**config.mk**
```make
export PLATFORM = sky130hd
export DESIGN_NAME = rtc_timer
export DESIGN_NICKNAME = d
export VERILOG_FILES = /design/src/core/rtc_pkg.sv /design/src/core/rtc_reg_if.sv /design/src/core/rtc_axil_slave.sv /design/src/core/rtc_timer.sv
export VERILOG_INCLUDE_DIRS = /design/src /design/src/core
export SDC_FILE = /design/constraint.sdc
export NUM_CORES = 1
export LEC_CHECK = 0
export BUFFER_PORTS_ARGS = -buffer_cell sky130_fd_sc_hd__buf_2
export CORE_MARGIN = 4
export CORE_UTILIZATION = 50
export CTS_CLUSTER_DIAMETER = 80
export DETAILED_ROUTE_END_ITERATION = 8
export GPL_TIMING_DRIVEN = 0
export PLACE_DENSITY = 0.7
export SLEW_MARGIN = 20
export SYNTH_ARGS = -nofsm -noshare
export SYNTH_HDL_FRONTEND = slang
export SYNTH_SLANG_ARGS = --single-unit
```
**constraint.sdc**
```tcl
create_clock -name ref_clk -period 6.3 [get_ports ref_clk]
set_input_delay 1.26 -clock ref_clk [delete_from_list [all_inputs] [get_ports ref_clk]]
set_output_delay 1.26 -clock ref_clk [all_outputs]
set_load 0.01 [all_outputs]
```
**src/core/rtc_defs.svh**
```systemverilog
// Purpose: Constants for the reload timer/counter block
// Assumes: Included by bare name from the package and the design modules
// Notes: Offsets are byte addresses on the register bus
`ifndef RTC_DEFS_SVH
`define RTC_DEFS_SVH

`define RTC_ADDR_W 8
`define RTC_DATA_W 32

`define RTC_OFF_CTRL 8'h00
`define RTC_OFF_COUNT 8'h04
`define RTC_OFF_RELOAD 8'h08
`define RTC_OFF_IRQ_EN 8'h0C
`define RTC_OFF_VEC_ACK 8'h10
`define RTC_OFF_STATUS 8'h14

`define RTC_CTRL_GATE 7
`define RTC_CTRL_SRC 6
`define RTC_CTRL_TF 5
`define RTC_CTRL_RUN 4
`define RTC_CTRL_EFA 3
`define RTC_CTRL_TTA 2
`define RTC_CTRL_EFB 1
`define RTC_CTRL_TTB 0

`define RTC_IRQ_TIMER 0
`define RTC_IRQ_EXTA 1
`define RTC_IRQ_EXTB 2

`define RTC_CTRL_RST 8'h00
`define RTC_COUNT_RST 16'h0000
`define RTC_RELOAD_RST 16'h0000
`define RTC_IRQ_EN_RST 3'h0
`define RTC_COUNT_MAX 16'hFFFF

`define RTC_OSC_DIV 12
`define RTC_SAMPLE_PHASE 6

`define RTC_RESP_OKAY 2'h0
`define RTC_RESP_SLVERR 2'h2

`endif

```
**src/core/rtc_pkg.sv**
```systemverilog
// Purpose: Types shared by the reload timer/counter modules
// Assumes: rtc_defs.svh supplies the widths
// Notes: Each module keeps all its state in one struct from here
`include "rtc_defs.svh"

package rtc_pkg;

	typedef logic [`RTC_ADDR_W-1:0] rtc_addr_t;
	typedef logic [`RTC_DATA_W-1:0] rtc_data_t;

	typedef struct packed {
		logic awready;
		logic wready;
		logic bvalid;
		logic [1:0] bresp;
		logic arready;
		logic rvalid;
		logic [1:0] rresp;
		rtc_data_t rdata;
		rtc_addr_t awAddr;
		rtc_data_t wData;
		logic [3:0] wStrb;
	} rtc_slave_t;

	typedef struct packed {
		logic [3:0] phase;
		logic [15:0] count;
		logic [15:0] reload;
		logic [7:0] ctrl;
		logic [2:0] irqEn;
		logic [2:0] syncT;
		logic [2:0] syncA;
		logic [2:0] syncB;
		logic pinT;
		logic pinA;
		logic pinB;
		logic prevA;
		logic prevB;
		logic lastSample;
		logic [2:0] irq;
	} rtc_core_t;

endpackage : rtc_pkg

```
**src/core/rtc_reg_if.sv**
```systemverilog
// Purpose: Register access path between the bus slave and the timer core
// Assumes: Single clock; strobes are one-cycle pulses
// Notes: Read data is combinational from the core, registered by the slave
`timescale 1ns/1ps

interface rtc_reg_if;
	import rtc_pkg::*;
	logic wrEn;
	rtc_addr_t wrAddr;
	rtc_data_t wrData;
	logic [3:0] wrStrb;
	logic wrOk;
	logic rdEn;
	rtc_addr_t rdAddr;
	rtc_data_t rdData;
	logic rdOk;

	modport slave (output wrEn, wrAddr, wrData, wrStrb, rdEn, rdAddr,
		input wrOk, rdData, rdOk);
	modport core (input wrEn, wrAddr, wrData, wrStrb, rdEn, rdAddr,
		output wrOk, rdData, rdOk);
endinterface : rtc_reg_if

```
**src/core/rtc_axil_slave.sv**
```systemverilog
// Purpose: AXI4-Lite slave that turns bus transfers into register strobes
// Assumes: One write and one read outstanding at most
// Notes: Response one cycle after address and data are both taken
`timescale 1ns/1ps
`include "rtc_defs.svh"

module rtc_axil_slave (
	input wire logic ref_clk,
	input wire logic nrst,
	input wire logic clkEn,
	input wire rtc_pkg::rtc_addr_t s_axi_awaddr,
	input wire logic s_axi_awvalid,
	output logic s_axi_awready,
	input wire rtc_pkg::rtc_data_t s_axi_wdata,
	input wire logic [3:0] s_axi_wstrb,
	input wire logic s_axi_wvalid,
	output logic s_axi_wready,
	output logic [1:0] s_axi_bresp,
	output logic s_axi_bvalid,
	input wire logic s_axi_bready,
	input wire rtc_pkg::rtc_addr_t s_axi_araddr,
	input wire logic s_axi_arvalid,
	output logic s_axi_arready,
	output rtc_pkg::rtc_data_t s_axi_rdata,
	output logic [1:0] s_axi_rresp,
	output logic s_axi_rvalid,
	input wire logic s_axi_rready,
	rtc_reg_if.slave regs
);
	import rtc_pkg::*;

	rtc_slave_t q;
	rtc_slave_t d;

	always_comb begin
		d = q;
		regs.wrEn = 1'b0;
		regs.rdEn = 1'b0;
		regs.rdAddr = s_axi_araddr;
		if (s_axi_awvalid && q.awready) begin
			d.awAddr = s_axi_awaddr;
			d.awready = 1'b0;
		end
		if (s_axi_wvalid && q.wready) begin
			d.wData = s_axi_wdata;
			d.wStrb = s_axi_wstrb;
			d.wready = 1'b0;
		end
		// Address and data may arrive in either order; fire once both are held
		if (!d.awready && !d.wready && !q.bvalid) begin
			regs.wrEn = clkEn;
			d.bvalid = 1'b1;
			d.bresp = regs.wrOk ? `RTC_RESP_OKAY : `RTC_RESP_SLVERR;
		end
		if (q.bvalid && s_axi_bready) begin
			d.bvalid = 1'b0;
			d.awready = 1'b1;
			d.wready = 1'b1;
		end
		if (s_axi_arvalid && q.arready) begin
			regs.rdEn = clkEn;
			d.rdata = regs.rdOk ? regs.rdData : '0;
			d.rresp = regs.rdOk ? `RTC_RESP_OKAY : `RTC_RESP_SLVERR;
			d.rvalid = 1'b1;
			d.arready = 1'b0;
		end
		if (q.rvalid && s_axi_rready) begin
			d.rvalid = 1'b0;
			d.arready = 1'b1;
		end
	end

	assign regs.wrAddr = d.awAddr;
	assign regs.wrData = d.wData;
	assign regs.wrStrb = d.wStrb;

	always_ff @(posedge ref_clk or negedge nrst) begin
		if (!nrst) begin
			q <= '{awready: 1'b1, wready: 1'b1, arready: 1'b1, default: '0};
		end else if (clkEn) begin
			q <= d;
		end
	end

	assign s_axi_awready = q.awready;
	assign s_axi_wready = q.wready;
	assign s_axi_bvalid = q.bvalid;
	assign s_axi_bresp = q.bresp;
	assign s_axi_arready = q.arready;
	assign s_axi_rvalid = q.rvalid;
	assign s_axi_rresp = q.rresp;
	assign s_axi_rdata = q.rdata;

endmodule : rtc_axil_slave

```
**src/core/rtc_timer.sv**
```systemverilog
// Purpose: 16-bit auto-reload timer/counter with external interrupt flags
// Assumes: ref_clk is the oscillator; a machine cycle is twelve of its periods
// Notes: Registers reached over AXI4-Lite through rtc_axil_slave
//
// Chosen here: the register addresses and register access over AXI4-Lite.
`timescale 1ns/1ps
`include "rtc_defs.svh"

module rtc_timer #(
	parameter int unsigned OSC_DIV = `RTC_OSC_DIV,
	parameter int unsigned SAMPLE_PHASE = `RTC_SAMPLE_PHASE
) (
	input wire logic ref_clk,
	input wire logic nrst,
	input wire logic clkEn,
	input wire logic countInputPin,
	input wire logic extIrqPinA,
	input wire logic extIrqPinB,
	input wire rtc_pkg::rtc_addr_t s_axi_awaddr,
	input wire logic s_axi_awvalid,
	output logic s_axi_awready,
	input wire rtc_pkg::rtc_data_t s_axi_wdata,
	input wire logic [3:0] s_axi_wstrb,
	input wire logic s_axi_wvalid,
	output logic s_axi_wready,
	output logic [1:0] s_axi_bresp,
	output logic s_axi_bvalid,
	input wire logic s_axi_bready,
	input wire rtc_pkg::rtc_addr_t s_axi_araddr,
	input wire logic s_axi_arvalid,
	output logic s_axi_arready,
	output rtc_pkg::rtc_data_t s_axi_rdata,
	output logic [1:0] s_axi_rresp,
	output logic s_axi_rvalid,
	input wire logic s_axi_rready,
	output logic timerIrq,
	output logic extIrqA,
	output logic extIrqB
);
	import rtc_pkg::*;

	// Phase counter is four bits, so OSC_DIV may not exceed sixteen
	localparam logic [3:0] LAST_PHASE = 4'(OSC_DIV - 1);
	localparam logic [3:0] SAMPLE_AT = 4'(SAMPLE_PHASE);

	rtc_core_t q;
	rtc_core_t d;

	rtc_reg_if regs ();

	rtc_axil_slave u_slave (
		.ref_clk(ref_clk),
		.nrst(nrst),
		.clkEn(clkEn),
		.s_axi_awaddr(s_axi_awaddr),
		.s_axi_awvalid(s_axi_awvalid),
		.s_axi_awready(s_axi_awready),
		.s_axi_wdata(s_axi_wdata),
		.s_axi_wstrb(s_axi_wstrb),
		.s_axi_wvalid(s_axi_wvalid),
		.s_axi_wready(s_axi_wready),
		.s_axi_bresp(s_axi_bresp),
		.s_axi_bvalid(s_axi_bvalid),
		.s_axi_bready(s_axi_bready),
		.s_axi_araddr(s_axi_araddr),
		.s_axi_arvalid(s_axi_arvalid),
		.s_axi_arready(s_axi_arready),
		.s_axi_rdata(s_axi_rdata),
		.s_axi_rresp(s_axi_rresp),
		.s_axi_rvalid(s_axi_rvalid),
		.s_axi_rready(s_axi_rready),
		.regs(regs)
	);

	// Byte address to its word; low address bits are ignored, lanes come from strobes
	function automatic rtc_addr_t wordOf(input rtc_addr_t addr);
		return {addr[`RTC_ADDR_W-1:2], 2'h0};
	endfunction : wordOf

	function automatic logic addrHit(input rtc_addr_t addr);
		rtc_addr_t word;
		word = wordOf(addr);
		return (word == `RTC_OFF_CTRL) || (word == `RTC_OFF_COUNT) ||
			(word == `RTC_OFF_RELOAD) || (word == `RTC_OFF_IRQ_EN) ||
			(word == `RTC_OFF_VEC_ACK) || (word == `RTC_OFF_STATUS);
	endfunction : addrHit

	function automatic logic [15:0] mergeLow(input logic [15:0] old,
		input rtc_data_t data, input logic [3:0] strb);
		logic [15:0] res;
		res = old;
		if (strb[0]) begin
			res[7:0] = data[7:0];
		end
		if (strb[1]) begin
			res[15:8] = data[15:8];
		end
		return res;
	endfunction : mergeLow

	// Unmapped words answer with an error and write nothing
	assign regs.wrOk = addrHit(regs.wrAddr);
	assign regs.rdOk = addrHit(regs.rdAddr);

	always_comb begin
		regs.rdData = '0;
		case (wordOf(regs.rdAddr))
			`RTC_OFF_CTRL: begin
				regs.rdData[7:0] = q.ctrl;
			end
			`RTC_OFF_COUNT: begin
				regs.rdData[15:0] = q.count;
			end
			`RTC_OFF_RELOAD: begin
				regs.rdData[15:0] = q.reload;
			end
			`RTC_OFF_IRQ_EN: begin
				regs.rdData[2:0] = q.irqEn;
			end
			`RTC_OFF_VEC_ACK: begin
				// Acknowledge is a write-only strobe
				regs.rdData = '0;
			end
			`RTC_OFF_STATUS: begin
				// Filtered pin levels, then the registered request outputs
				regs.rdData[5:0] = {q.pinB, q.pinA, q.pinT, q.irq};
			end
			default: begin
				regs.rdData = '0;
			end
		endcase
	end

	always_comb begin
		logic runOk;
		logic tick;
		logic overflow;
		logic fallA;
		logic fallB;
		logic [7:0] wrWord;
		logic wrHit;
		logic [2:0] ack;
		logic sampFall;
		runOk = 1'b0;
		tick = 1'b0;
		overflow = 1'b0;
		fallA = 1'b0;
		fallB = 1'b0;
		sampFall = 1'b0;
		wrWord = wordOf(regs.wrAddr);
		wrHit = regs.wrEn && regs.wrOk;
		ack = 3'h0;
		d = q;

		// Three-stage pin synchronisers; a level is accepted once stages two and three agree
		d.syncT = {q.syncT[1:0], countInputPin};
		d.syncA = {q.syncA[1:0], extIrqPinA};
		d.syncB = {q.syncB[1:0], extIrqPinB};
		if (q.syncT[1] == q.syncT[2]) begin
			d.pinT = q.syncT[2];
		end
		if (q.syncA[1] == q.syncA[2]) begin
			d.pinA = q.syncA[2];
		end
		if (q.syncB[1] == q.syncB[2]) begin
			d.pinB = q.syncB[2];
		end

		// Machine-cycle phase counter, free running
		d.phase = (q.phase == LAST_PHASE) ? 4'h0 : 4'(q.phase + 4'h1);

		// Gate uses the filtered level of pin A, not its edge flag
		runOk = q.ctrl[`RTC_CTRL_RUN] &&
			(!q.ctrl[`RTC_CTRL_GATE] || q.pinA);
		// Sampled in every mode and while stopped, so entering counter mode
		// never pairs a fresh sample with a stale one left from reset
		if (q.phase == SAMPLE_AT) begin
			d.lastSample = q.pinT;
			sampFall = q.lastSample && !q.pinT;
		end
		if (q.ctrl[`RTC_CTRL_SRC]) begin
			tick = sampFall;
		end else begin
			tick = (q.phase == LAST_PHASE);
		end
		tick = tick && runOk;

		// A tick at the top value reloads instead of wrapping through zero
		if (tick) begin
			if (q.count == `RTC_COUNT_MAX) begin
				d.count = q.reload;
				overflow = 1'b1;
			end else begin
				d.count = q.count + 16'h0001;
			end
		end

		// Software writes override the count; flag sets below still win
		if (wrHit) begin
			case (wrWord)
				`RTC_OFF_CTRL: begin
					if (regs.wrStrb[0]) begin
						d.ctrl = regs.wrData[7:0];
					end
				end
				`RTC_OFF_COUNT: begin
					d.count = mergeLow(d.count, regs.wrData, regs.wrStrb);
				end
				`RTC_OFF_RELOAD: begin
					d.reload = mergeLow(q.reload, regs.wrData, regs.wrStrb);
				end
				`RTC_OFF_IRQ_EN: begin
					if (regs.wrStrb[0]) begin
						d.irqEn = regs.wrData[2:0];
					end
				end
				`RTC_OFF_VEC_ACK: begin
					if (regs.wrStrb[0]) begin
						ack = regs.wrData[2:0];
					end
				end
				default: begin
					ack = 3'h0;
				end
			endcase
		end

		// Vector acknowledge stands in for the processor entering the handler
		if (ack[`RTC_IRQ_TIMER]) begin
			d.ctrl[`RTC_CTRL_TF] = 1'b0;
		end
		// Level mode ignores the acknowledge: the flag follows the pin
		if (ack[`RTC_IRQ_EXTA] && q.ctrl[`RTC_CTRL_TTA]) begin
			d.ctrl[`RTC_CTRL_EFA] = 1'b0;
		end
		if (ack[`RTC_IRQ_EXTB] && q.ctrl[`RTC_CTRL_TTB]) begin
			d.ctrl[`RTC_CTRL_EFB] = 1'b0;
		end

		// Placed after the clears so a flag set in the same cycle wins
		if (overflow) begin
			d.ctrl[`RTC_CTRL_TF] = 1'b1;
		end

		// External requests are active low: a falling edge or a low level
		d.prevA = q.pinA;
		d.prevB = q.pinB;
		fallA = q.prevA && !q.pinA;
		fallB = q.prevB && !q.pinB;
		if (q.ctrl[`RTC_CTRL_TTA]) begin
			if (fallA) begin
				d.ctrl[`RTC_CTRL_EFA] = 1'b1;
			end
		end else begin
			d.ctrl[`RTC_CTRL_EFA] = !q.pinA;
		end
		if (q.ctrl[`RTC_CTRL_TTB]) begin
			if (fallB) begin
				d.ctrl[`RTC_CTRL_EFB] = 1'b1;
			end
		end else begin
			d.ctrl[`RTC_CTRL_EFB] = !q.pinB;
		end

		// Requests are registered so each output leaves a flip-flop
		d.irq[`RTC_IRQ_TIMER] = q.ctrl[`RTC_CTRL_TF] && q.irqEn[`RTC_IRQ_TIMER];
		d.irq[`RTC_IRQ_EXTA] = q.ctrl[`RTC_CTRL_EFA] && q.irqEn[`RTC_IRQ_EXTA];
		d.irq[`RTC_IRQ_EXTB] = q.ctrl[`RTC_CTRL_EFB] && q.irqEn[`RTC_IRQ_EXTB];
	end

	// Clock enable low holds every field, synchronisers included
	always_ff @(posedge ref_clk or negedge nrst) begin
		if (!nrst) begin
			q <= '{ctrl: `RTC_CTRL_RST, count: `RTC_COUNT_RST,
				reload: `RTC_RELOAD_RST, irqEn: `RTC_IRQ_EN_RST, default: '0};
		end else if (clkEn) begin
			q <= d;
		end
	end

	assign timerIrq = q.irq[`RTC_IRQ_TIMER];
	assign extIrqA = q.irq[`RTC_IRQ_EXTA];
	assign extIrqB = q.irq[`RTC_IRQ_EXTB];

endmodule : rtc_timer

```
### Word-level counts from Yosys, hierarchy flattened

Cells that the tools add are included.

| cells by class | value |
|---|---|
| $add $sub $neg | 2 |
| eq/ne operators | 22 |
| multiplexer cells | 45 |
| reduce and logical (&&, ||, !) cells | 60 |

Operators with widths:

| cell | count |
|---|---|
| $mux 16 | 5 |
| $mux 8 | 7 |
| $mux 43 | 1 |
| $mux 36 | 1 |
| $reduce_and 4->1 | 7 |
| $eq 6x2->1 const B | 4 |
| $eq 6x3->1 const B | 4 |
| $ne 4x1->1 const B | 6 |
| $mux 3 | 7 |
| $mux 20 | 1 |
| $reduce_and 2->1 | 10 |
| $logic_and 1x1->1 | 18 |
| $add 16x1->16 const B | 1 |
| $eq 16x16->1 const B | 1 |
| $pmux 8 s2 | 1 |
| $mux 1 | 15 |
| $pmux 3 s5 | 1 |
| $eq 6x1->1 const B | 2 |
| $logic_not 6->1 | 2 |
| $pmux 3 s4 | 1 |
| $logic_or 1x1->1 | 11 |
| $reduce_bool 3->1 | 3 |
| $logic_not 1->1 | 7 |
| $mux 2 | 3 |
| 7 further kinds | 10 |

| storage, ports and cells | value |
|---|---|
| bits in registers | 134 |
| input bits | 63 |
| output and inout port bits | 44 |

### Depth between registers and ports, before layout

Gate-level depths: netlist (run 1).

| logic depth | value |
|---|---|
| depth after elaboration | 14 |
| mapped depth | 9 |
| gate-level depth less buffers | 8 |

### Modules after synthesis

A second synthesis (run 1) with hierarchy kept.

| unflattened totals | value |
|---|---|
| cell total of the unflattened synthesis | 794 |
| area total of the unflattened synthesis | 8,239.2 um^2 |

Modules (own cells, without submodules):

| module | times used | cells each | area each (um^2) | seq. area each (um^2) |
|---|---|---|---|---|
| rtc_axil_slave | 1 | 397 | 4,400.5 | 2,080.7 |
| rtc_timer | 1 | 397 | 3,838.7 | 1,626.6 |

### Least setup slack after synthesis (run 1)

No wires, ideal clock.

| path | value |
|---|---|
| path type | input to register |
| start | in s_axi_wvalid |
| end | reg q[23] (netlist bit) |
| arrival time | 2.755 ns |
| required time | 6.173 ns |
| slack | 3.418 ns |
| stages on the path | 7 |
| buffers on the path | 2 |
| cells stage by stage | buf_6 -> a21bo_1 -> a2111oi_4 -> nand3_2 -> nor2_2 -> buf_4 -> mux2_1 |

| between the ends | value |
|---|---|
| word-level cells in the longest chain between the ends | 8 |

RTL lines:

| element | line | RTL |
|---|---|---|
| start: declaration | rtc_timer.sv:24 | `input wire logic s_axi_wvalid,` |
| $logic_and 1x1->1 * | rtc_axil_slave.sv:44 | `if (s_axi_wvalid && q.wready) begin` |
| $mux 1 | rtc_axil_slave.sv:44 |  |
| $logic_not 1->1 | rtc_axil_slave.sv:50 | `if (!d.awready && !d.wready && !q.bvalid) begin` |
| $logic_and 1x1->1 (2 in series) | rtc_axil_slave.sv:50 |  |
| $mux 1 | rtc_axil_slave.sv:50 |  |
| $logic_and 1x1->1 | rtc_timer.sv:151 | `wrHit = regs.wrEn && regs.wrOk;` |
| $reduce_and 4->1 (no line) | -- |  |
| end signal: assignment | rtc_timer.sv:274 | `` q <= '{ctrl: `RTC_CTRL_RST, count: `RTC_COUNT_RST, `` |
| end: declaration | rtc_timer.sv:46 | `rtc_core_t q;` |

Every way passes the cells marked *; elsewhere a longest branch is shown, timed or not.
A chain may end at the register's enable or synchronous reset.

### Final worst setup path (run 1)

| path | value |
|---|---|
| start | in clkEn |
| end | reg q[51] (netlist bit) |

| between the ends | value |
|---|---|
| word-level cells in the longest chain between the ends | 3 |

RTL lines:

| element | line | RTL |
|---|---|---|
| start: declaration | rtc_timer.sv:15 | `input wire logic clkEn,` |
| $mux 1 | rtc_axil_slave.sv:50 |  |
| $logic_and 1x1->1 | rtc_timer.sv:151 |  |
| $mux 43 | rtc_timer.sv:199 | `if (wrHit) begin` |

Parallel ways exist; a longest one is shown, timed or not. The select of a mux whose other input is x is not followed.

==> results_dict.tcl, run 1 <==
set metrics [dict create \
    syn_area_um2 6090 \
    initial_core_util_pct 50.9 \
    fin_setup_tns_ns 0 \
    grt_usage_pct 23.6 \
    port_buffers 64 \
    synth_top_cell_by_area "dfrtp_1" \
    synth_cell_type_count 66 \
    drc 0 \
    core_area_um2 12000 \
    cpMaxStageDelayCell "clkbuf_1" \
    synth.yosys.seq_area_share_pct 46.1 \
    cp_common_cell "clkbuf_1" \
    p_per_area_nw_per_um2 313 \
    irDropWorstVdd_mv 0.191 \
    grt_pass1_vias 5048 \
    postSynthAreaPerCell_um2 9.58 \
    setup_violations 0 \
    yosysWarningCount 0 \
    hold_buffers 0 \
    final_max_slew_viol_count 0 \
    synth_area_leaders "dfrtp_1, mux2_2, a21oi_1" \
    fmax_mhz 316 \
    power.leakage_uw 0.00320 \
    num_rows 40 \
    async_flop_share_pct 100 \
    hold_violations 0 \
    synth_flop_cell "dfrtp_1" \
    clkLatencyLatePin_ns 0.36 \
    cts_tree "yes" \
    power_uw 2200 \
    place_congestion 0.920 \
    numCtsBuffers 9 \
    finClkSkew_ns 0.00901 \
    drive_above_1_share_pct 24.8 \
    min_path_type "flip-flop to flip-flop" \
    numClockSinks 112 \
    die_w_um 118 \
    synth_top_cell_area_share_pct 44.8 \
    cp-start-kind "primary input" \
    final_common_cell "dfrtp_1" \
    critPathMaxFanout 10 \
    h-tree-depth 3 \
    grt_pass1_wl_um 26400 \
    post-cts-setup-buffers 0 \
    num-nets-final 795 \
    ios 107 \
    fin_area_um2 7020 \
    max-cap-violations 0 \
    final.period_utilization_pct 50.2 \
    die_h_um 118 \
    drt_iter0_drc 354 \
    wirelength_um 16500 \
    cts-root-buf "clkbuf_16" \
    required_ns 6.58 \
    rsz0062_at_grt "no" \
    syn_inst 636 \
    synth_edf_count 0 \
    num-fill-cells 1077 \
    hpwlAfterDp_um 12200 \
    die-area_um2 14000 \
    slew-limit-headroom_pct 42.5 \
    worstSetupPathType "primary input to flip-flop" \
    vias 5173 \
    area_delta_synth_final_pct 15.3 \
    routed_via_density 5.87 \
    path_cells "buf_2 > clkbuf_1 > clkbuf_1 > clkbuf_1 > a21oi_1 > a21oi_2" \
    avgRoutedWirePerCell_um 18.7 \
    path_clk_slew_ns 0.07 \
    arrival_ns 3.45 \
    yosys_register_bits 112 \
    grt-ovfl-total 0 \
    layout_min_cycle_time_ns 3.16 \
    run_status "finished, final reports clean" \
    final_cell_mix "dfrtp_1, buf_2, a21oi_1, nor2_1, o21ai_0" \
    path_buf_inv 4 \
    antenna_left 0 \
    hold_ws_ns 0.481 \
    drt_first_pass_iters 5 \
    placed_area_um2 6690 \
    end_kind "flip-flop" \
    slowest_delay_ns 0.63 \
    antenna_found_initial 0 \
    antennaDiodeCount 0 \
    cts_max_path_buffers 2 \
    worst_slew_pin_slew_ns 0.862 \
    cts_resized 0 \
    path_delay_family "buffers and inverters" \
    grt_max_degree 70 \
]
where the power goes:
| group | leakage (uW) | switching (uW) | internal, uW |
|---|---|---|---|
| registers | 0.00139 | 160 | 878 |
| clock network | 0.000156 | 270 | 360 |
| logic | 0.00165 | 297 | 235 |
logic make-up (layout without fill, tap and decap cells):
group,count (synthesis),count (layout),synth area share [%]
and+or+nand+nor,194,194,15.5
muxes,61,61,10.9
AOI/OAI and AO/OA,180,180,18.9
DFF,112,112,46.1
buffers and inverters,85,166,7.87
other,1,18,0.0616
adders and majority gates,3,3,0.616
worst register-to-register path, stage by stage, from the launching register on:
cell and delay [ns]:
dfrtp_1 0.40, inv_1 0.12, ha_1 0.18, nand4_1 0.11
o32ai_2 0.43, nand2_1 0.13, clkbuf_1 0.28, o31ai_1 0.32
a21oi_1 0.10, a221oi_1 0.23
worst paths after layout:
check	slack (ns)	end	startpoint	cells past startpoint
setup / recovery	3.14	q[51]	clkEn	6
hold reg to reg	0.48	u_slave.s_axi_rdata[15]	u_slave.s_axi_rdata[15]	2
hold / removal	0.48	u_slave.s_axi_rdata[15]	u_slave.s_axi_rdata[15]	2
setup reg to reg	3.91	q[56]	q[61]	9
min in group asynchronous	0.81	u_slave.s_axi_rdata[9]	nrst	1
max in group asynchronous	4.79	u_slave.s_axi_awready	nrst	2
per-stage QoR:
stage / setup slack, ns / cells / util (%)
floorplan: 3.42 / 653 / -
global placement: 2.67 / 864 / 55.7
detailed placement: 2.85 / 865 / 56.0
CTS: 3.20 / 881 / 58.7
global route: 3.04 / 881 / 58.7
finish: 3.14 / 881 / 58.7
per-layer routing:
| layer | global-route usage, % | vias up | part of all wire (%) |
|---|---|---|---|
| li1 | - | 2432 | - |
| met1 | 33.5 | 2479 | 44 |
| met2 | 36.5 | 235 | 45 |
| met3 | 5.17 | 27 | 8.4 |
| met4 | 6.95 | 0 | 1.7 |
| met5 | 0 | - | 0 |
flip-flops by register name, summed over array words and instances, names as in the netlist:
| signal | count |
|---|---|
| u_slave.q | 24 |
| u_slave.s_axi_bresp | 1 |
| u_slave.s_axi_awready | 1 |
| u_slave.s_axi_wready | 1 |
| timerIrq | 1 |
| u_slave.s_axi_rdata | 16 |
| u_slave.s_axi_rvalid | 1 |
| u_slave.s_axi_arready | 1 |
| extIrqA | 1 |
| d | 8 |
| extIrqB | 1 |
| u_slave.s_axi_rresp | 1 |
| u_slave.s_axi_bvalid | 1 |
| q | 54 |
synthesized netlist by cell type (4+ instances only):
library cell,number
dfrtp_1,109
a21oi_1,57
nor2_1,55
o21ai_0,52
nand2_1,48
buf_4,37
mux2_2,32
nand3_1,25
mux2i_1,24
clkbuf_1,17
inv_1,16
a22oi_1,14
buf_2,11
nor3_1,11
a211oi_1,9
nand4_1,7
nor2b_1,7
a22o_1,6
a221oi_1,5
and2_1,5
nand2b_1,5
or3_1,5
and3_1,4
o21a_1,4
o31ai_1,4
cell type report:
cell class                 instances  area [um2]  area share, %
clock inverter                     5        81.3           1.16
buffer                            69         419           5.97
timing repair buffer              65         354           5.04
inverter                          16        60.1          0.855
tap                              147         184           2.62
clock buffer                      11         243           3.46
sequential                       112        2810           40.0
multi-input combinational        456        2880           40.9
Power figures use the tool's default switching activity.
==> inputs of run 2 (changes only) <==
--- a/config.mk
+++ b/config.mk
@@ -12,7 +12,7 @@
 export CTS_CLUSTER_DIAMETER = 80
 export DETAILED_ROUTE_END_ITERATION = 8
 export GPL_TIMING_DRIVEN = 0
-export PLACE_DENSITY = 0.7
+export PLACE_DENSITY = 0.72
 export SLEW_MARGIN = 20
 export SYNTH_ARGS = -nofsm -noshare
 export SYNTH_HDL_FRONTEND = slang
==> constraint.sdc (replaced) <==
create_clock -name ref_clk -period 2.9 [get_ports ref_clk]
set_input_delay 0.58 -clock ref_clk [delete_from_list [all_inputs] [get_ports ref_clk]]
set_output_delay 0.58 -clock ref_clk [all_outputs]
set_load 0.01 [all_outputs]
==> run 2 against run 1 <==
  * Routed wire length grew 0.40%
  * Critical path depth is the same
  * Largest power group unchanged
  * Worst hold slack lost 0.36 ns
  * Die area is the same
  * Global-route usage grew 0.29 points
  * Largest cell class unchanged
  * Critical path type unchanged
  * Via count is essentially flat
  * Non-clock buffer count is the same
  * Clock skew grew 0.00051 ns
  * Cell count is the same
  * Cell area shrank 0.21%
==> results_dict.tcl, run 2 (synthesized netlist as in run 1, its figures left out) <==
set metrics [dict create \
    arrival_ns 2.83 \
    met3_usage_pct 3.92 \
    finClkSkew_ns 0.00952 \
    comb_power_share_pct 24.3 \
    cp-startpoint "clkEn" \
    wirelength_um 16600 \
    p_per_area_nw_per_um2 673 \
    numCtsBuffers 9 \
    timing.rr.end "q[54]" \
    core_area_um2 12000 \
    min_path_type "primary input to asynchronous set/reset pin" \
    ios 107 \
    slowest_delay_ns 0.62 \
    cts_max_path_buffers 2 \
    rsz0062_at_grt "no" \
    clkLatencyLatePin_ns 0.36 \
    grt-busiest-layer "met2" \
    p_clk_share_pct 27.6 \
    layout_min_cycle_time_ns 2.54 \
    final_common_cell "dfrtp_1" \
    vias 5177 \
    dp_slack_ns 0.0749 \
    routed_via_density 5.88 \
    fin_util_pct 58.6 \
    cpMaxStageDelayCell "clkbuf_1" \
    drc 0 \
    antennaDiodeCount 0 \
    worst_slew_pin_slew_ns 0.813 \
    die-area_um2 14000 \
    path_buf_inv 4 \
    max-cap-violations 0 \
    die_h_um 118 \
    place_congestion 0.917 \
    required_ns 3.19 \
    largest_reg_flops 54 \
    drt_first_pass_iters 5 \
    numClockSinks 112 \
    avgRoutedWirePerCell_um 18.8 \
    slew-limit-headroom_pct 45.8 \
    grtUsageMet1_pct 33.8 \
    hold_violations 0 \
    met2_usage_pct 37.4 \
    hold_buffers 0 \
    multi_input_area_um2 2880 \
    rr_startpoint "q[61]" \
    die_w_um 118 \
    seqPwrFrac_pct 48.1 \
    hpwlAfterDp_um 12300 \
    power_uw 4710 \
    grt_pass1_wl_um 26800 \
    setup_ws_ns 0.358 \
    path_delay_family "buffers and inverters" \
    seq_area_um2 2810 \
    antenna_left 0 \
    r2r_setup_slack_ns 0.43 \
    ff2ff_path_depth 9 \
    path_clk_slew_ns 0.07 \
    h-tree-depth 3 \
    run_status "finished, final reports clean" \
    area_delta_synth_final_pct 15.1 \
    grt_max_degree 73 \
    worst-path-stages 6 \
    drive_above_1_share_pct 24.8 \
    grt-ovfl-total 0 \
    drt_iter0_drc 368 \
    path_cells "buf_2 > clkbuf_1 > clkbuf_1 > clkbuf_1 > a21oi_1 > a21oi_2" \
    final.period_utilization_pct 87.7 \
    final_cell_mix "dfrtp_1, buf_2, a21oi_1, nor2_1, o21ai_0" \
    cts_tree "yes" \
    fin_setup_tns_ns 0 \
    endpoint "q[49]" \
    grt_pass1_vias 5040 \
    num_rows 40 \
    num-nets-final 795 \
    setup_violations 0 \
    p_sw_uw 1570 \
    cp-start-kind "primary input" \
    cts-root-buf "clkbuf_16" \
    cp_common_cell "clkbuf_1" \
    critPathMaxFanout 10 \
    cellInternalPower_uw 3140 \
    largest_register "q" \
    stdcell_count 881 \
    grt_usage_pct 23.9 \
    switching_share_pct 33.4 \
    fmax_mhz 393 \
    num-fill-cells 1067 \
    final_max_slew_viol_count 0 \
    end_kind "flip-flop" \
    irDropWorstVdd_mv 0.385 \
    post-cts-setup-buffers 0 \
    port_buffers 64 \
    antenna_found_initial 0 \
    power.leakage_uw 0.00320 \
    initial_core_util_pct 50.9 \
    dp_cells 865 \
    cts_resized 0 \
    worstSetupPathType "primary input to flip-flop" \
]
==> run 2: how the worst min path moves through the flow <==
| stage | cells after the start | slack [ns] | to |
|---|---|---|---|
| 6_report | 1 | 0.12 | u_slave.s_axi_rdata[15] |
| 5_1_grt | 1 | 0.16 | u_slave.s_axi_rdata[15] |
| 4_1_cts | 1 | 0.14 | u_slave.s_axi_rdata[15] |
| 3_5_place_dp | 2 | 0.47 | u_slave.s_axi_rdata[4] |
| 3_3_place_gp | 1 | 0.46 | u_slave.q[7] |
| 2_1_floorplan | 0 | 0.28 | d[10] |
==> run 2: per-stage QoR <==
stage	cell area [um2]	hold WS, ns
6_report	7010	0.120
5_1_grt	7010	0.157
4_1_cts	7000	0.136
3_5_place_dp	6690	0.473
3_3_place_gp	6660	0.456
2_1_floorplan	6150	0.284
==> run 2: layout make-up <==
class	instances	share of cell area, %
Buffer	69	5.98
Clock buffer	12	3.66
Clock inverter	4	0.750
Inverter	16	0.857
Multi-Input combinational cell	456	41.0
Sequential cell	112	40.0
Tap cell	147	2.62
Timing Repair Buffer	65	5.05
==> run 2: worst reg2reg max path: cells and delay by family, from the launching register on <==
kind | cells | cell delay [ns]
compound gates | 4 | 1.13
fa+ha+maj | 1 | 0.18
buf+inv | 2 | 0.41
flops | 1 | 0.40
simple gates | 2 | 0.25
==> run 2: power groups by stage <==
stage	Clock, uW	Sequential, uW	Combinational [uW]
floorplan	0	2160	832
global placement	0	2260	1090
detailed placement	0	2280	1140
CTS	1310	2250	1150
global route	1370	2310	1280
finish	1300	2270	1150
==> run 2: metal layers <==
layer  wire length (um)  vias up
li1                   -     2423
met1               7550     2523
met2               7600      209
met3               1120       22
met4                305        0
met5                  0        -
==> inputs of run 3 (changes only) <==
--- a/config.mk
+++ b/config.mk
@@ -6,6 +6,7 @@
 export SDC_FILE = /design/constraint.sdc
 export NUM_CORES = 1
 export LEC_CHECK = 0
+export ABC_AREA = 1
 export BUFFER_PORTS_ARGS = -buffer_cell sky130_fd_sc_hd__buf_2
 export CORE_MARGIN = 4
 export CORE_UTILIZATION = 50
==> run 3 against run 2 <==
  * Power is 1.2% lower
  * Register-to-register slack better by 0.13 ns
  * Die area is 3.6% higher
  * Count of clock-buffer cells in the layout stayed put
  * Cell count is 27% higher
  * Critical path depth is 5 higher
  * Critical path type is now flip-flop to flip-flop
  * Critical endpoint is now q[26]
==> results_dict.tcl, run 3 <==
set metrics [dict create \
    hpwlAfterDp_um 12700 \
    avgRoutedWirePerCell_um 15.1 \
    end_kind "flip-flop" \
    yosys_register_bits 112 \
    port_buffers 65 \
    drt_iter0_drc 432 \
    synth.yosys.seq_area_share_pct 44.4 \
    cp-start-kind "flip-flop" \
    ios 107 \
    num-nets-final 1015 \
    async_flop_share_pct 100 \
    die_h_um 120 \
    irDropWorstVdd_mv 0.505 \
    final_cell_mix "nand2_1, dfrtp_1, nand3_1, buf_2, inv_1" \
    syn_inst 855 \
    initial_core_util_pct 51.8 \
    r2r_setup_slack_ns 0.56 \
    worst_slew_pin_slew_ns 0.882 \
    synth_flop_cell "dfrtp_1" \
    required_ns 3.20 \
    syn_area_um2 6330 \
    hold_ws_ns 0.0932 \
    clkLatencyLatePin_ns 0.36 \
    rsz0062_at_grt "no" \
    hold_violations 0 \
    drive_above_1_share_pct 15.6 \
    placed_area_um2 6960 \
    stdcell_count 1122 \
    post-cts-setup-buffers 0 \
    max-cap-violations 0 \
    final_max_slew_viol_count 0 \
    run_status "finished, final reports clean" \
    area_delta_synth_final_pct 15.3 \
    num_rows 40 \
    yosysWarningCount 0 \
    largest_register "q" \
    min_path_type "primary input to asynchronous set/reset pin" \
    core_area_um2 12200 \
    routed_via_density 5.20 \
    cts_resized 0 \
    place_congestion 0.914 \
    synth_top_cell_area_share_pct 43.1 \
    die_w_um 120 \
    final_common_cell "nand2_1" \
    arrival_ns 2.65 \
    synth_area_leaders "dfrtp_1, nand2_1, nand3_1" \
    vias 5838 \
    antenna_left 0 \
    layout_min_cycle_time_ns 2.34 \
    final.period_utilization_pct 80.8 \
    antennaDiodeCount 0 \
    path_clk_slew_ns 0.07 \
    die-area_um2 14500 \
    wirelength_um 16900 \
    dp_cells 1106 \
    cts_tree "yes" \
    largest_reg_flops 54 \
    synth_edf_count 0 \
    synthTopCellsByCount "nand2_1, dfrtp_1, nand3_1" \
    numClockSinks 112 \
    cts-root-buf "clkbuf_16" \
    critPathMaxFanout 10 \
    drc 0 \
    setup_violations 0 \
    synth_top_cell_by_area "dfrtp_1" \
    p_per_area_nw_per_um2 639 \
    fin_setup_tns_ns 0 \
    grt_pass1_wl_um 27800 \
    grt_pass1_vias 5428 \
    setup_ws_ns 0.556 \
    grt_usage_pct 24.3 \
    power.leakage_uw 0.00373 \
    finClkSkew_ns 0.00917 \
    fmax_mhz 427 \
    cts_max_path_buffers 2 \
    hold_buffers 0 \
    grt-ovfl-total 0 \
    fin_area_um2 7290 \
    drt_first_pass_iters 5 \
    postSynthAreaPerCell_um2 7.40 \
    h-tree-depth 3 \
    slew-limit-headroom_pct 40.6 \
    dp_slack_ns 0.378 \
    worstSetupPathType "flip-flop to flip-flop" \
    grt_max_degree 81 \
    yosysMostFrequentCell "nand2_1" \
    synth_cell_type_count 44 \
    numCtsBuffers 9 \
    antenna_found_initial 0 \
]
==> run 3: cell types whose count changed after synthesis, sizes merged, moves of 14 or more <==
cell	before	now
nand3	26	78
mux2	36	0
a21oi	59	20
mux2i	25	11
nand2	48	297
nand4	7	27
a22oi	14	0
o21ai	53	87
inv	16	68
==> run 3: layout make-up <==
cell class	count	area (um2)
Sequential cell	112	2810
Fill cell	1213	4920
Inverter	72	270
Clock inverter	4	76.3
Clock buffer	12	256
Multi-Input combinational cell	621	2910
Buffer	67	408
Tap cell	168	210
Timing Repair Buffer	66	359
==> run 3: kinds of logic (layout without fill, tap and decap cells) <==
family          after synthesis  after routing  share of synthesized area, %
other cells                   1             18                        0.0593
flops                       112            112                          44.4
buf+inv                     139            221                          10.7
fa+ha+maj                     3              3                         0.593
xor+xnor                      3              3                         0.415
simple gates                458            458                          31.0
mux                          11             11                          1.74
compound gates              128            128                          11.1
==> run 3: path summary, 6_finish.rpt <==
| kind | startpoint | end | cells after the start |
|---|---|---|---|
| max | q[61] | q[26] | 11 |
| min | nrst | u_slave.q[40] | 1 |
| max reg2reg | q[61] | q[26] | 11 |
| min reg2reg | u_slave.s_axi_arready | u_slave.s_axi_arready | 2 |
| max in group asynchronous | nrst | u_slave.s_axi_arready | 2 |
| min in group ref_clk | extIrqPinA | d[13] | 3 |
==> run 3: critical path: stages (launching register included) <==
cell      delay [ns]
dfrtp_1         0.40
inv_1           0.10
ha_1            0.17
nand3_1         0.08
o21ai_0         0.15
nand2_1         0.28
inv_1           0.26
clkbuf_1        0.44
nand2_1         0.15
nand2_1         0.10
nand3_1         0.06
nand2_1         0.09
==> run 3: where the power goes <==
part / switching (uW) / internal [uW]
sequential: 240 / 1840
combinational: 783 / 403
clock: 585 / 807
==> run 3: per-stage QoR <==
| step | power, uW | util (%) |
|---|---|---|
| finish | 4660 | 59.7 |
| detailed placement | 3280 | 57.0 |
| CTS | 4670 | 59.7 |
| global placement | 3230 | 56.7 |
| global route | 4960 | 59.7 |
| floorplan | 2890 | - |
==> run 3: routing by layer <==
| metal | part of all wire (%) | vias to the layer above | wire length, um | track usage, % |
|---|---|---|---|---|
| met5 | 0 | - | 0 | 0 |
| met4 | 2.1 | 0 | 350 | 9.42 |
| met3 | 7.8 | 24 | 1310 | 3.98 |
| met2 | 43 | 223 | 7290 | 36.5 |
| met1 | 47 | 2669 | 7960 | 35.2 |
| li1 | - | 2922 | - | - |
